--- src/hdl/buck_regs_pkg.sv ---
// Constants, types and state record of the converter register bank
package buck_regs_pkg;
  // ----------------------------------------
  // Register map and fields
  // ----------------------------------------
  localparam logic [7:0] ADDR_CTRL1 = 8'h02;
  localparam logic [7:0] ADDR_STATUS = 8'h05;
  localparam logic [7:0] ADDR_CTRL2 = 8'h06;
  localparam logic [7:0] ADDR_DELAY = 8'h07;
  localparam int SWRST_BIT = 2;
  localparam int RSVD_BIT = 4;
  localparam int EN_HI_BIT = 1;
  localparam int EN_LO_BIT = 0;
  localparam logic [7:0] CTRL2_RST = 8'h63;
  localparam logic [5:0] DELAY_RST = 6'h03;
  localparam logic [6:0] I2C_ADDR = 7'h1c; // Arbitrary value
  // ----------------------------------------
  // Timing
  // ----------------------------------------
  localparam int CLK_MHZ = 10;
  localparam int TICK_US = 1000;
  localparam int SS_UNIT_US = 100;
  localparam int MS_CYCLES = TICK_US * CLK_MHZ;
  localparam int SS_UNIT_CYCLES = SS_UNIT_US * CLK_MHZ;
  localparam int CNT_W = 16;
  // ----------------------------------------
  // States
  // ----------------------------------------
  typedef enum logic [6:0] {
    I_IDLE = 7'h01, I_ADDR = 7'h02, I_AACK = 7'h04, I_RX = 7'h08,
    I_RACK = 7'h10, I_TX = 7'h20, I_TACK = 7'h40
  } i2c_state_t;
  typedef enum logic [3:0] {
    S_OFF = 4'h1, S_DELAY = 4'h2, S_SOFT = 4'h4, S_ON = 4'h8
  } seq_state_t;
  typedef struct packed {
    logic uvlo;
    logic ovp;
    logic ovt;
    logic ramp_up;
    logic ramp_dn;
  } cmp_t;
  typedef struct packed {
    i2c_state_t i2c;
    logic [7:0] shreg;
    logic [2:0] bitcnt;
    logic byte_done;
    logic rd;
    logic have_ptr;
    logic [7:0] ptr;
    logic mack;
    logic sda_oe;
    logic scl_prev;
    logic sda_prev;
    logic [7:0] ctrl;
    logic [5:0] delay;
    logic restart;
    cmp_t meta;
    cmp_t sync;
    seq_state_t seq;
    logic [CNT_W-1:0] tick_cnt;
    logic [5:0] ms_cnt;
    logic [CNT_W-1:0] ss_cnt;
    logic conv_on;
    logic pgood;
    logic vsel_hi;
    logic [2:0] fall_rate;
    logic [1:0] ss_code;
  } core_t;
endpackage

--- src/hdl/buck_status_control_regs.sv ---
// Register bank, I2C target and start sequencer of the step-down converter
`timescale 1ns/1ps
`default_nettype none
module buck_status_control_regs
  import buck_regs_pkg::*;
#(
  parameter int unsigned MS_TICK_CYCLES = MS_CYCLES,
  parameter int unsigned SS_CYCLES = SS_UNIT_CYCLES
) (
  // Clock and reset
  input wire logic sys_clk,
  input wire logic nrst,
  // I2C pins
  input wire logic scl,
  input wire logic sda_in,
  output logic sda_out,
  output logic sda_oe,
  // Device pins
  input wire logic en_pin,
  input wire logic select_pin,
  // Analog comparators
  input wire cmp_t cmp_in,
  // Analog control
  output logic converter_on,
  output logic power_good,
  output logic high_select_setting,
  output logic [2:0] fall_rate_code,
  output logic [1:0] softstart_time_code
);
  core_t cur_ff, nxt_ff;
  logic scl_rise, scl_fall, start_c, stop_c;
  logic [7:0] status, rdata, rx_byte;
  logic en_req, tick, swrst;
  // ----------------------------------------
  // Bus conditions and read mux
  // ----------------------------------------
  assign scl_rise = scl && !cur_ff.scl_prev;
  assign scl_fall = !scl && cur_ff.scl_prev;
  assign start_c = scl && cur_ff.scl_prev && cur_ff.sda_prev && !sda_in;
  assign stop_c = scl && cur_ff.scl_prev && !cur_ff.sda_prev && sda_in;
  assign rx_byte = cur_ff.shreg;
  // Read-only, built from hardware state and the restart flag that a soft reset sets
  assign status = {cur_ff.pgood, cur_ff.sync.uvlo, cur_ff.sync.ovp, cur_ff.sync.ramp_up,
                   cur_ff.sync.ramp_dn, cur_ff.restart, cur_ff.sync.ovt, cur_ff.conv_on};
  always_comb begin
    unique case (cur_ff.ptr)
      ADDR_STATUS: rdata = status;
      ADDR_CTRL2: rdata = cur_ff.ctrl;
      ADDR_DELAY: rdata = {2'b00, cur_ff.delay};
      default: rdata = 8'h00;
    endcase
  end
  assign en_req = en_pin && (select_pin ? cur_ff.ctrl[EN_HI_BIT] : cur_ff.ctrl[EN_LO_BIT]);
  assign tick = cur_ff.tick_cnt == CNT_W'(MS_TICK_CYCLES - 1);
  assign swrst = cur_ff.i2c == I_RX && scl_fall && cur_ff.byte_done && cur_ff.have_ptr
                 && cur_ff.ptr == ADDR_CTRL1 && rx_byte[SWRST_BIT];
  // ----------------------------------------
  // Next state
  // ----------------------------------------
  always_comb begin
    nxt_ff = cur_ff;
    nxt_ff.scl_prev = scl;
    nxt_ff.sda_prev = sda_in;
    nxt_ff.meta = cmp_in;
    nxt_ff.sync = cur_ff.meta;
    // I2C target
    if (start_c) begin
      nxt_ff.i2c = I_ADDR;
      nxt_ff.bitcnt = 3'h0;
      nxt_ff.byte_done = 1'b0;
      nxt_ff.have_ptr = 1'b0;
      nxt_ff.sda_oe = 1'b0;
    end else if (stop_c) begin
      nxt_ff.i2c = I_IDLE;
      nxt_ff.sda_oe = 1'b0;
    end else begin
      unique case (cur_ff.i2c)
        I_IDLE: nxt_ff.sda_oe = 1'b0;
        I_ADDR, I_RX: begin
          if (scl_rise && !cur_ff.byte_done) begin
            nxt_ff.shreg = {cur_ff.shreg[6:0], sda_in};
            nxt_ff.bitcnt = cur_ff.bitcnt + 3'h1;
            nxt_ff.byte_done = cur_ff.bitcnt == 3'h7;
          end else if (scl_fall && cur_ff.byte_done) begin
            nxt_ff.byte_done = 1'b0;
            nxt_ff.sda_oe = 1'b1;
            if (cur_ff.i2c == I_ADDR) begin
              nxt_ff.rd = rx_byte[0];
              nxt_ff.i2c = rx_byte[7:1] == I2C_ADDR ? I_AACK : I_IDLE;
              nxt_ff.sda_oe = rx_byte[7:1] == I2C_ADDR;
            end else begin
              nxt_ff.i2c = I_RACK;
              if (!cur_ff.have_ptr) begin
                nxt_ff.ptr = rx_byte;
                nxt_ff.have_ptr = 1'b1;
              end else begin
                nxt_ff.ptr = cur_ff.ptr + 8'h01;
                if (cur_ff.ptr == ADDR_CTRL2) begin
                  nxt_ff.ctrl = rx_byte;
                  nxt_ff.ctrl[RSVD_BIT] = 1'b0;
                end
                if (cur_ff.ptr == ADDR_DELAY) begin
                  nxt_ff.delay = rx_byte[5:0];
                end
              end
            end
          end
        end
        I_AACK, I_RACK: begin
          if (scl_fall) begin
            nxt_ff.bitcnt = 3'h0;
            if (cur_ff.i2c == I_AACK && cur_ff.rd) begin
              nxt_ff.i2c = I_TX;
              nxt_ff.shreg = {rdata[6:0], 1'b0};
              nxt_ff.sda_oe = !rdata[7];
              nxt_ff.ptr = cur_ff.ptr + 8'h01;
            end else begin
              nxt_ff.i2c = I_RX;
              nxt_ff.sda_oe = 1'b0;
            end
          end
        end
        I_TX: begin
          if (scl_fall) begin
            nxt_ff.bitcnt = cur_ff.bitcnt + 3'h1;
            nxt_ff.shreg = {cur_ff.shreg[6:0], 1'b0};
            nxt_ff.sda_oe = cur_ff.bitcnt != 3'h7 && !cur_ff.shreg[7];
            if (cur_ff.bitcnt == 3'h7) begin
              nxt_ff.i2c = I_TACK;
            end
          end
        end
        I_TACK: begin
          if (scl_rise) begin
            nxt_ff.mack = !sda_in;
          end else if (scl_fall) begin
            nxt_ff.bitcnt = 3'h0;
            nxt_ff.i2c = cur_ff.mack ? I_TX : I_IDLE;
            nxt_ff.shreg = {rdata[6:0], 1'b0};
            nxt_ff.sda_oe = cur_ff.mack && !rdata[7];
            nxt_ff.ptr = cur_ff.mack ? cur_ff.ptr + 8'h01 : cur_ff.ptr;
          end
        end
      endcase
    end
    // Restart flag: a status read clears it, a new restart wins
    if (cur_ff.i2c != I_TX && nxt_ff.i2c == I_TX && cur_ff.ptr == ADDR_STATUS
        || cur_ff.i2c == I_TACK && nxt_ff.i2c == I_TX && cur_ff.ptr == ADDR_STATUS) begin
      nxt_ff.restart = 1'b0;
    end
    if (swrst) begin
      nxt_ff.ctrl = CTRL2_RST;
      nxt_ff.delay = DELAY_RST;
      nxt_ff.restart = 1'b1;
    end
    // Start sequencer
    nxt_ff.tick_cnt = tick ? '0 : cur_ff.tick_cnt + CNT_W'(1);
    unique case (cur_ff.seq)
      S_OFF: begin
        if (en_req) begin
          nxt_ff.seq = S_DELAY;
          nxt_ff.tick_cnt = '0;
          nxt_ff.ms_cnt = 6'h00;
        end
      end
      S_DELAY: begin
        if (!en_req) begin
          nxt_ff.seq = S_OFF;
        end else if (cur_ff.ms_cnt == cur_ff.delay) begin
          nxt_ff.seq = S_SOFT;
          nxt_ff.ss_cnt = '0;
        end else if (tick) begin
          nxt_ff.ms_cnt = cur_ff.ms_cnt + 6'h01;
        end
      end
      S_SOFT: begin
        nxt_ff.ss_cnt = cur_ff.ss_cnt + CNT_W'(1);
        if (!en_req) begin
          nxt_ff.seq = S_OFF;
        end else if (cur_ff.ss_cnt == CNT_W'((SS_CYCLES << cur_ff.ctrl[3:2]) - 1)) begin
          nxt_ff.seq = S_ON;
        end
      end
      S_ON: begin
        if (!en_req) begin
          nxt_ff.seq = S_OFF;
        end
      end
    endcase
    nxt_ff.conv_on = nxt_ff.seq == S_SOFT || nxt_ff.seq == S_ON;
    nxt_ff.pgood = nxt_ff.seq == S_ON;
    nxt_ff.vsel_hi = select_pin;
    nxt_ff.fall_rate = nxt_ff.ctrl[7:5];
    nxt_ff.ss_code = nxt_ff.ctrl[3:2];
  end
  // ----------------------------------------
  // State register
  // ----------------------------------------
  always_ff @(posedge sys_clk or negedge nrst) begin
    if (!nrst) begin
      cur_ff <= '0;
      cur_ff.i2c <= I_IDLE;
      cur_ff.seq <= S_OFF;
      cur_ff.scl_prev <= 1'b1;
      cur_ff.sda_prev <= 1'b1;
      cur_ff.ctrl <= CTRL2_RST;
      cur_ff.delay <= DELAY_RST;
      cur_ff.fall_rate <= CTRL2_RST[7:5];
      cur_ff.ss_code <= CTRL2_RST[3:2];
    end else begin
      cur_ff <= nxt_ff;
    end
  end
  assign sda_out = 1'b0;
  assign sda_oe = cur_ff.sda_oe;
  assign converter_on = cur_ff.conv_on;
  assign power_good = cur_ff.pgood;
  assign high_select_setting = cur_ff.vsel_hi;
  assign fall_rate_code = cur_ff.fall_rate;
  assign softstart_time_code = cur_ff.ss_code;
endmodule // buck_status_control_regs
`default_nettype wire

--- config.mk ---
export PLATFORM = sky130hd
export DESIGN_NAME = buck_status_control_regs
export DESIGN_NICKNAME = d
export VERILOG_FILES = /design/src/hdl/buck_regs_pkg.sv /design/src/hdl/buck_status_control_regs.sv
export SDC_FILE = /design/constraint.sdc
export NUM_CORES = 1
export LEC_CHECK = 0
export BUFFER_PORTS_ARGS = -buffer_cell sky130_fd_sc_hd__buf_2
export CORE_MARGIN = 3
export CORE_UTILIZATION = 55
export DETAILED_ROUTE_END_ITERATION = 10
export HOLD_SLACK_MARGIN = 0.15
export PLACE_DENSITY = 0.71
export RECOVER_POWER = 50
export SLEW_MARGIN = 20
export SYNTH_ARGS = -nofsm -noshare
export SYNTH_HDL_FRONTEND = slang
export SYNTH_SLANG_ARGS = --single-unit
--- constraint.sdc ---
create_clock -name sys_clk -period 3.18 [get_ports sys_clk]
set_clock_uncertainty 0.1 [all_clocks]
set_input_delay 0.795 -clock sys_clk [delete_from_list [all_inputs] [get_ports sys_clk]]
set_output_delay 0.795 -clock sys_clk [all_outputs]
set_load 0.01 [all_outputs]
Word-level counts from Yosys, hierarchy flattened
Cells that the tools add are included.
- mux-type cells: 73
- equality and inequality tests: 58
- shifts and indexed selects: 1
- bitwise gates (word level): 3
- magnitude comparators: 0
- divide/modulo/power cells: 0
- $mul: 0
- add/subtract/negate cells: 6
- reduce and logical (&&, ||, !) cells: 59
- operator list (kind ; number):
    2-to-1 mux 14 bit ; 7
    2-to-1 mux 18 bit ; 4
    one-hot mux 18 bit (4 select lines) ; 1
    2-to-1 mux 8 bit ; 8
    2-to-1 mux 16 bit ; 3
    one-hot mux 8 bit (3 select lines) ; 2
    != test 2 bit, second input constant ; 20
    2-to-1 mux 7 bit ; 5
    adder 16 x 1 -> 16 bit, second input constant ; 2
    one-hot mux 16 bit (2 select lines) ; 1
    2-to-1 mux 15 bit ; 2
    2-to-1 mux 6 bit ; 5
    2-to-1 mux 26 bit ; 1
    == test 8 x 3 -> 1 bit, second input constant ; 3
    2-to-1 mux 4 bit ; 6
    != test 4 bit, second input constant ; 6
    logical AND 1 bit ; 22
    2-to-1 mux 11 bit ; 2
    2-to-1 mux 22 bit ; 1
    nonzero test 2 bit ; 10
    != test 3 bit, second input constant ; 6
    2-to-1 mux 1 bit ; 17
    == test 16 x 14 -> 1 bit, second input constant ; 1
    == test 16 bit ; 1
    other kinds (43) ; 64
- bits in registers: 108
- bits of input ports: 11
- memory bits (read-only): 0
- output and inout bits: 10
- memories: 0
- latch bits: 0
- logic and storage cells: 234
- memory bits (writable): 0

Depth between registers and ports, before layout
- depth after elaboration: 14
- mapped depth: 9
- gate-level depth less buffers: 8

Worst setup path before layout
No wires, ideal clock.
- kind: input port to flip-flop
- from: input port scl
- to: register cur_ff, in the netlist rx_byte[2]
- setup time: 125 ps
- slack: 530 ps
- cell stages on the path: 7
- arrival time: 2425 ps
- buffers on the path: 1
- cells stage by stage: clkbuf_1 > nor2b_1 > or4_4 > o31ai_1 > nor2_2 > nand3_4 > mux2_2
- cells in the longest elaborated chain, start to end: 5
- RTL lines (what ; line ; source):
    start: declaration ; buck_status_control_regs.sv:14 ; input wire logic scl,
    parallel branches: the longest is 4 deep, another holds != test 2 bit ; - ;
    AND reduction 9 bit (no line) (*) ; - ;
    end signal: assignment ; buck_status_control_regs.sv:211 ; cur_ff <= nxt_ff;
    end: declaration ; buck_status_control_regs.sv:30 ; core_t cur_ff, nxt_ff;
Every way passes the cells marked *.
A chain may end at the register's enable or synchronous reset.

Worst setup path after layout
- from: register cur_ff[102] in the netlist's numbering
- to: register cur_ff[86] in the netlist's numbering
- cells in the longest elaborated chain, start to end: 4
- RTL lines (what ; line ; source):
    == test 7 x 4 -> 1 bit (tied with other cells) ; buck_status_control_regs.sv:77 ; unique case (cur_ff.i2c)
    OR reduction 2 bit / logical AND 1 bit (equally long branches) ; buck_status_control_regs.sv:77, buck_status_control_regs.sv:112 ;
    != test 2 bit (no line) / nonzero test 3 bit (equally long branches) ; - ;
    AND reduction 11 bit (no line) ; - ;
Several ways; a longest one is shown, not always the timed one.

==> results.md <==
* Post-route antenna net violation count at 0
* Clock-pin transition on the worst setup and hold timing paths at around 110 ps
* Number of H-tree levels at 3
* Worst R2R Start: cur_ff[102]
* Reg-to-reg slack, setup at 480 ps
* Count of TritonRoute iterations in the first routing pass at 5
* Total wire length at approximately 14 mm
* Total DRC errors in the routed layout at 0
* GR met2 Demand/Resource at 0.373
* Endpoint of the worst hold-timing path: cur_ff[50]
* Maximum number of pins on one net before global-route repair at 62
* Die X-Extent at about 110 um
* Finish-stage setup viols at 0
* CTS sink cnt at between 100 and 150
* Type of the worst min-delay path: flop to flop
* CTS Buffer Depth at 2
* Floorplan core area at 0.0104 mm2
* Ratio of cells with drive above 1 in the final layout at 0.127
* Category of the critical setup timing path: flop to flop
* Total of cells resized after clock tree synthesis at 0
* Number of enable-type register cells in the synthesized netlist at 0
* Row count at 37
* Type of element capturing the critical path: flop
* Normalized max-slew margin at 0.173
* Growth of design area from synthesis to finish at 6.85%
* Met3 demand-to-capacity share in global routing at 0.0534
* Initial standard-cell utilization of the core at 0.569
* Number of filler cells placed in the layout at approximately 900
* Sum of negative setup slack at 0 ps
* Distinct cell type count of the synthesized netlist at 76
* GRT Total Usage at 0.248
* TritonCTS clock tree: yes
* Number of antenna violations at the first check in global routing at 0
* Post-route worst setup slack at between 400 and 500 ps
* Footprint of the multi-input gates at between 0.003 and 0.004 mm2
* Count of buffers added by post-CTS timing repair for setup at 0
* Worst skew pair latency at roughly 400 ps
* Avg Cell Area, Syn at 9.50 um2
* Inserted Diodes at 0
* Nets@finish at 657
* Power Dens Cells at ~450 mW/mm2
* Fin. max-slew vios at 0
* Slew of the pin with the lowest slew margin at about 1200 ps
* Number of violations reported at the end of detailed-routing iteration 0 at ~330
* Average via count per standard cell at roughly 6.1
* Area of the mapped netlist at between 0.005 and 0.006 mm2
* Count of state elements after synthesis at approximately 100
* Share of the clock period used by the worst path at 0.850
* Leakage power summed over all cells at 2.70 nW
* First-pass GRT wire length at 23.1 mm
* Async S/R FF share, synth at 1.00
* Number of port buffers at 19
* Hold Vio Cnt, Final at 0
* Endpoint of the worst register-to-register path: cur_ff[86]
* Max Clk Rate at ~370 MHz
* WL/cell at about 18 um
* Top FF cell, synth: sky130_fd_sc_hd__dfrtp_1
* Worst Setup Start Kind: flop
* Area of the die at between 0.01 and 0.015 mm2
* Sequential cell area fraction in the yosys report at 0.435
* Routability Congestion at roughly 0.94
* Final standard cell count with taps included and fillers excluded at ~770
* Final worst hold slack at 260 ps
* Number of instances in the synthesized netlist at 621
* Number of hold buffers added after cts at 0
* Final core area utilization at 0.608
* Outcome: finished, final reports clean
* Data arrival time of the critical path at 2920 ps
* Number of top-level pins at 21
* Count of synthesis-stage warnings from yosys at 0
* Placed cells at about 760
* Vias after detailed routing at between 4,000 and 5,000
* Syn Nets at 645
* Half-perimeter wire length of the detailed placement result at around 10 mm
* Total grt overflow at 0
* Worst R2R Path Depth at 7
* Minimum clock period after layout at approximately 2700 ps
* Source of the worst hold timing path: cur_ff[55]
* RSZ-0062 raised after global routing: no
* Die outline height at about 110 um
* Buffer cell driving the clock tree root: sky130_fd_sc_hd__clkbuf_8
* Worst-case vdd ir drop at around 0.37 mV
* Hold path depth at 0
* Max_cap viols at 0
* Met1 GRT Util at 0.356
* Area taken by flip-flops and latches at around 0.0026 mm2
* Maximum fanout along the worst path at 12
* Number of clock buffers inserted by TritonCTS at 9
* Critical path data required time at 3400 ps
* Via count of the first global-routing pass at 4,557
* Worst setup timing slack at the placement stage at 422 ps
* Global routing's busiest layer: met2
-- placed cells by master, fill, tap and decap left out, drive strengths merged, types with 4 or more instances in the layout --
cell type | synthesis | routed
ha | 13 | 13
nor4b | 5 | 5
nand4 | 16 | 16
a2111oi | 5 | 5
mux2 | 9 | 9
o31ai | 9 | 9
buf | 15 | 26
nor3 | 4 | 4
a31oi | 4 | 4
or4 | 4 | 4
o2111ai | 4 | 4
nor2b | 11 | 11
xor2 | 26 | 26
clkbuf | 15 | 15
a22o | 7 | 7
nand2b | 7 | 7
nor3b | 4 | 4
nor4 | 6 | 6
xnor2 | 21 | 21
inv | 19 | 24
and2 | 10 | 10
nand3 | 22 | 22
a211oi | 6 | 6
o211ai | 8 | 8
nor2 | 63 | 63
mux2i | 5 | 5
dfrtp | 92 | 92
and3 | 14 | 14
a22oi | 9 | 9
a21oi | 24 | 24
nand2 | 77 | 77
o21ai | 31 | 31
a41oi | 4 | 4
dfstp | 10 | 10
-- final cells by class --
| cell class | count | area share |
|---|---|---|
| Clock buffer | 10 | 0.0218 |
| Clock inverter | 6 | 0.00933 |
| Inverter | 19 | 0.0113 |
| Multi-Input combinational cell | 470 | 0.493 |
| Sequential cell | 102 | 0.407 |
| Tap cell | 136 | 0.0270 |
| Timing Repair Buffer | 31 | 0.0300 |
-- state kept, by name (all words and copies together), names as in the netlist --
name / count
high_select_setting: 1
fall_rate_code: 2
sda_oe: 1
rx_byte: 8
cur_ff: 87
softstart_time_code: 1
converter_on: 1
power_good: 1
-- kinds of logic (layout without fill, tap and decap cells) --
kind of cell	count (synthesis)	count (layout)	synth area share
AO/OA/AOI/OAI	137	137	0.165
XOR/XNOR	47	47	0.0698
adder cells (fa/ha/maj)	13	13	0.0276
buffers and inverters	49	66	0.0378
flip-flops	102	102	0.435
multiplexers	14	14	0.0263
other	1	1	0.000636
AND/OR/NAND/NOR	258	258	0.238
-- metrics by stage --
step           instance area, um2  power (W)
3_5_place_dp                 6120    0.00201
2_1_floorplan                5900    0.00186
3_3_place_gp                 6120    0.00200
6_report                     6300    0.00283
4_1_cts                      6310    0.00285
5_1_grt                      6300    0.00298
-- worst max-delay path by stage --
stage / slack [ps] / from / to / cells past startpoint
after floorplan: 530 / scl / rx_byte[2] / 7
after global placement: 470 / scl / cur_ff[83] / 7
after detailed placement: 420 / scl / cur_ff[86] / 8
after CTS: 480 / cur_ff[102] / cur_ff[86] / 7
after global routing: 220 / cur_ff[102] / cur_ff[86] / 7
final: 480 / cur_ff[102] / cur_ff[86] / 7
-- worst max-delay path, cell delays in order (launching register included) --
cell and delay (ps):
sky130_fd_sc_hd__dfrtp_1 510, sky130_fd_sc_hd__nor4_4 440, sky130_fd_sc_hd__o211a_1 480, sky130_fd_sc_hd__a21oi_1 130
sky130_fd_sc_hd__nor4b_4 560, sky130_fd_sc_hd__buf_4 250, sky130_fd_sc_hd__nor2_1 40, sky130_fd_sc_hd__a21oi_1 110
-- Yosys cell counts (4+ instances only) --
cell type | count | area share
sky130_fd_sc_hd__a22o_1 | 7 | 0.010
sky130_fd_sc_hd__dfstp_2 | 10 | 0.045
sky130_fd_sc_hd__and2_1 | 9 | 0.0095
sky130_fd_sc_hd__a2111oi_0 | 5 | 0.0074
sky130_fd_sc_hd__o31ai_1 | 9 | 0.011
sky130_fd_sc_hd__nand3_1 | 21 | 0.018
sky130_fd_sc_hd__clkbuf_1 | 15 | 0.0095
sky130_fd_sc_hd__a22oi_1 | 9 | 0.011
sky130_fd_sc_hd__nand2b_1 | 7 | 0.0074
sky130_fd_sc_hd__inv_1 | 19 | 0.012
sky130_fd_sc_hd__nand4_1 | 15 | 0.016
sky130_fd_sc_hd__nand2_1 | 77 | 0.049
sky130_fd_sc_hd__ha_1 | 13 | 0.028
sky130_fd_sc_hd__buf_2 | 7 | 0.0059
sky130_fd_sc_hd__xnor2_1 | 21 | 0.031
sky130_fd_sc_hd__a31oi_1 | 4 | 0.0042
sky130_fd_sc_hd__nor2b_1 | 11 | 0.012
sky130_fd_sc_hd__o2111ai_1 | 4 | 0.0059
sky130_fd_sc_hd__o211ai_1 | 8 | 0.010
sky130_fd_sc_hd__and3_1 | 14 | 0.015
sky130_fd_sc_hd__o21ai_0 | 29 | 0.025
sky130_fd_sc_hd__nor3b_1 | 4 | 0.0051
sky130_fd_sc_hd__nor2_1 | 62 | 0.039
sky130_fd_sc_hd__dfrtp_1 | 92 | 0.39
sky130_fd_sc_hd__mux2i_1 | 5 | 0.0085
sky130_fd_sc_hd__a41oi_1 | 4 | 0.0059
sky130_fd_sc_hd__xor2_1 | 26 | 0.039
sky130_fd_sc_hd__a21oi_1 | 24 | 0.020
sky130_fd_sc_hd__a211oi_1 | 6 | 0.0076
sky130_fd_sc_hd__mux2_2 | 5 | 0.0095
sky130_fd_sc_hd__buf_4 | 6 | 0.0076
-- where the power goes --
part / internal [W] / switching (W)
Clock: 0.000328 / 0.000509
Combinational: 0.000186 / 0.000287
Sequential: 0.00139 / 0.000127
Total: 0.00190 / 0.000923
-- routing by layer --
layer / share of wire / routed length [um] / up-vias
li1: - / - / 2245
met1: 0.47 / 6400 / 2272
met2: 0.46 / 6340 / 150
met3: 0.049 / 676 / 28
met4: 0.021 / 289 / 0
met5: 0 / 0 / -
(Power assumes the default switching activity.)
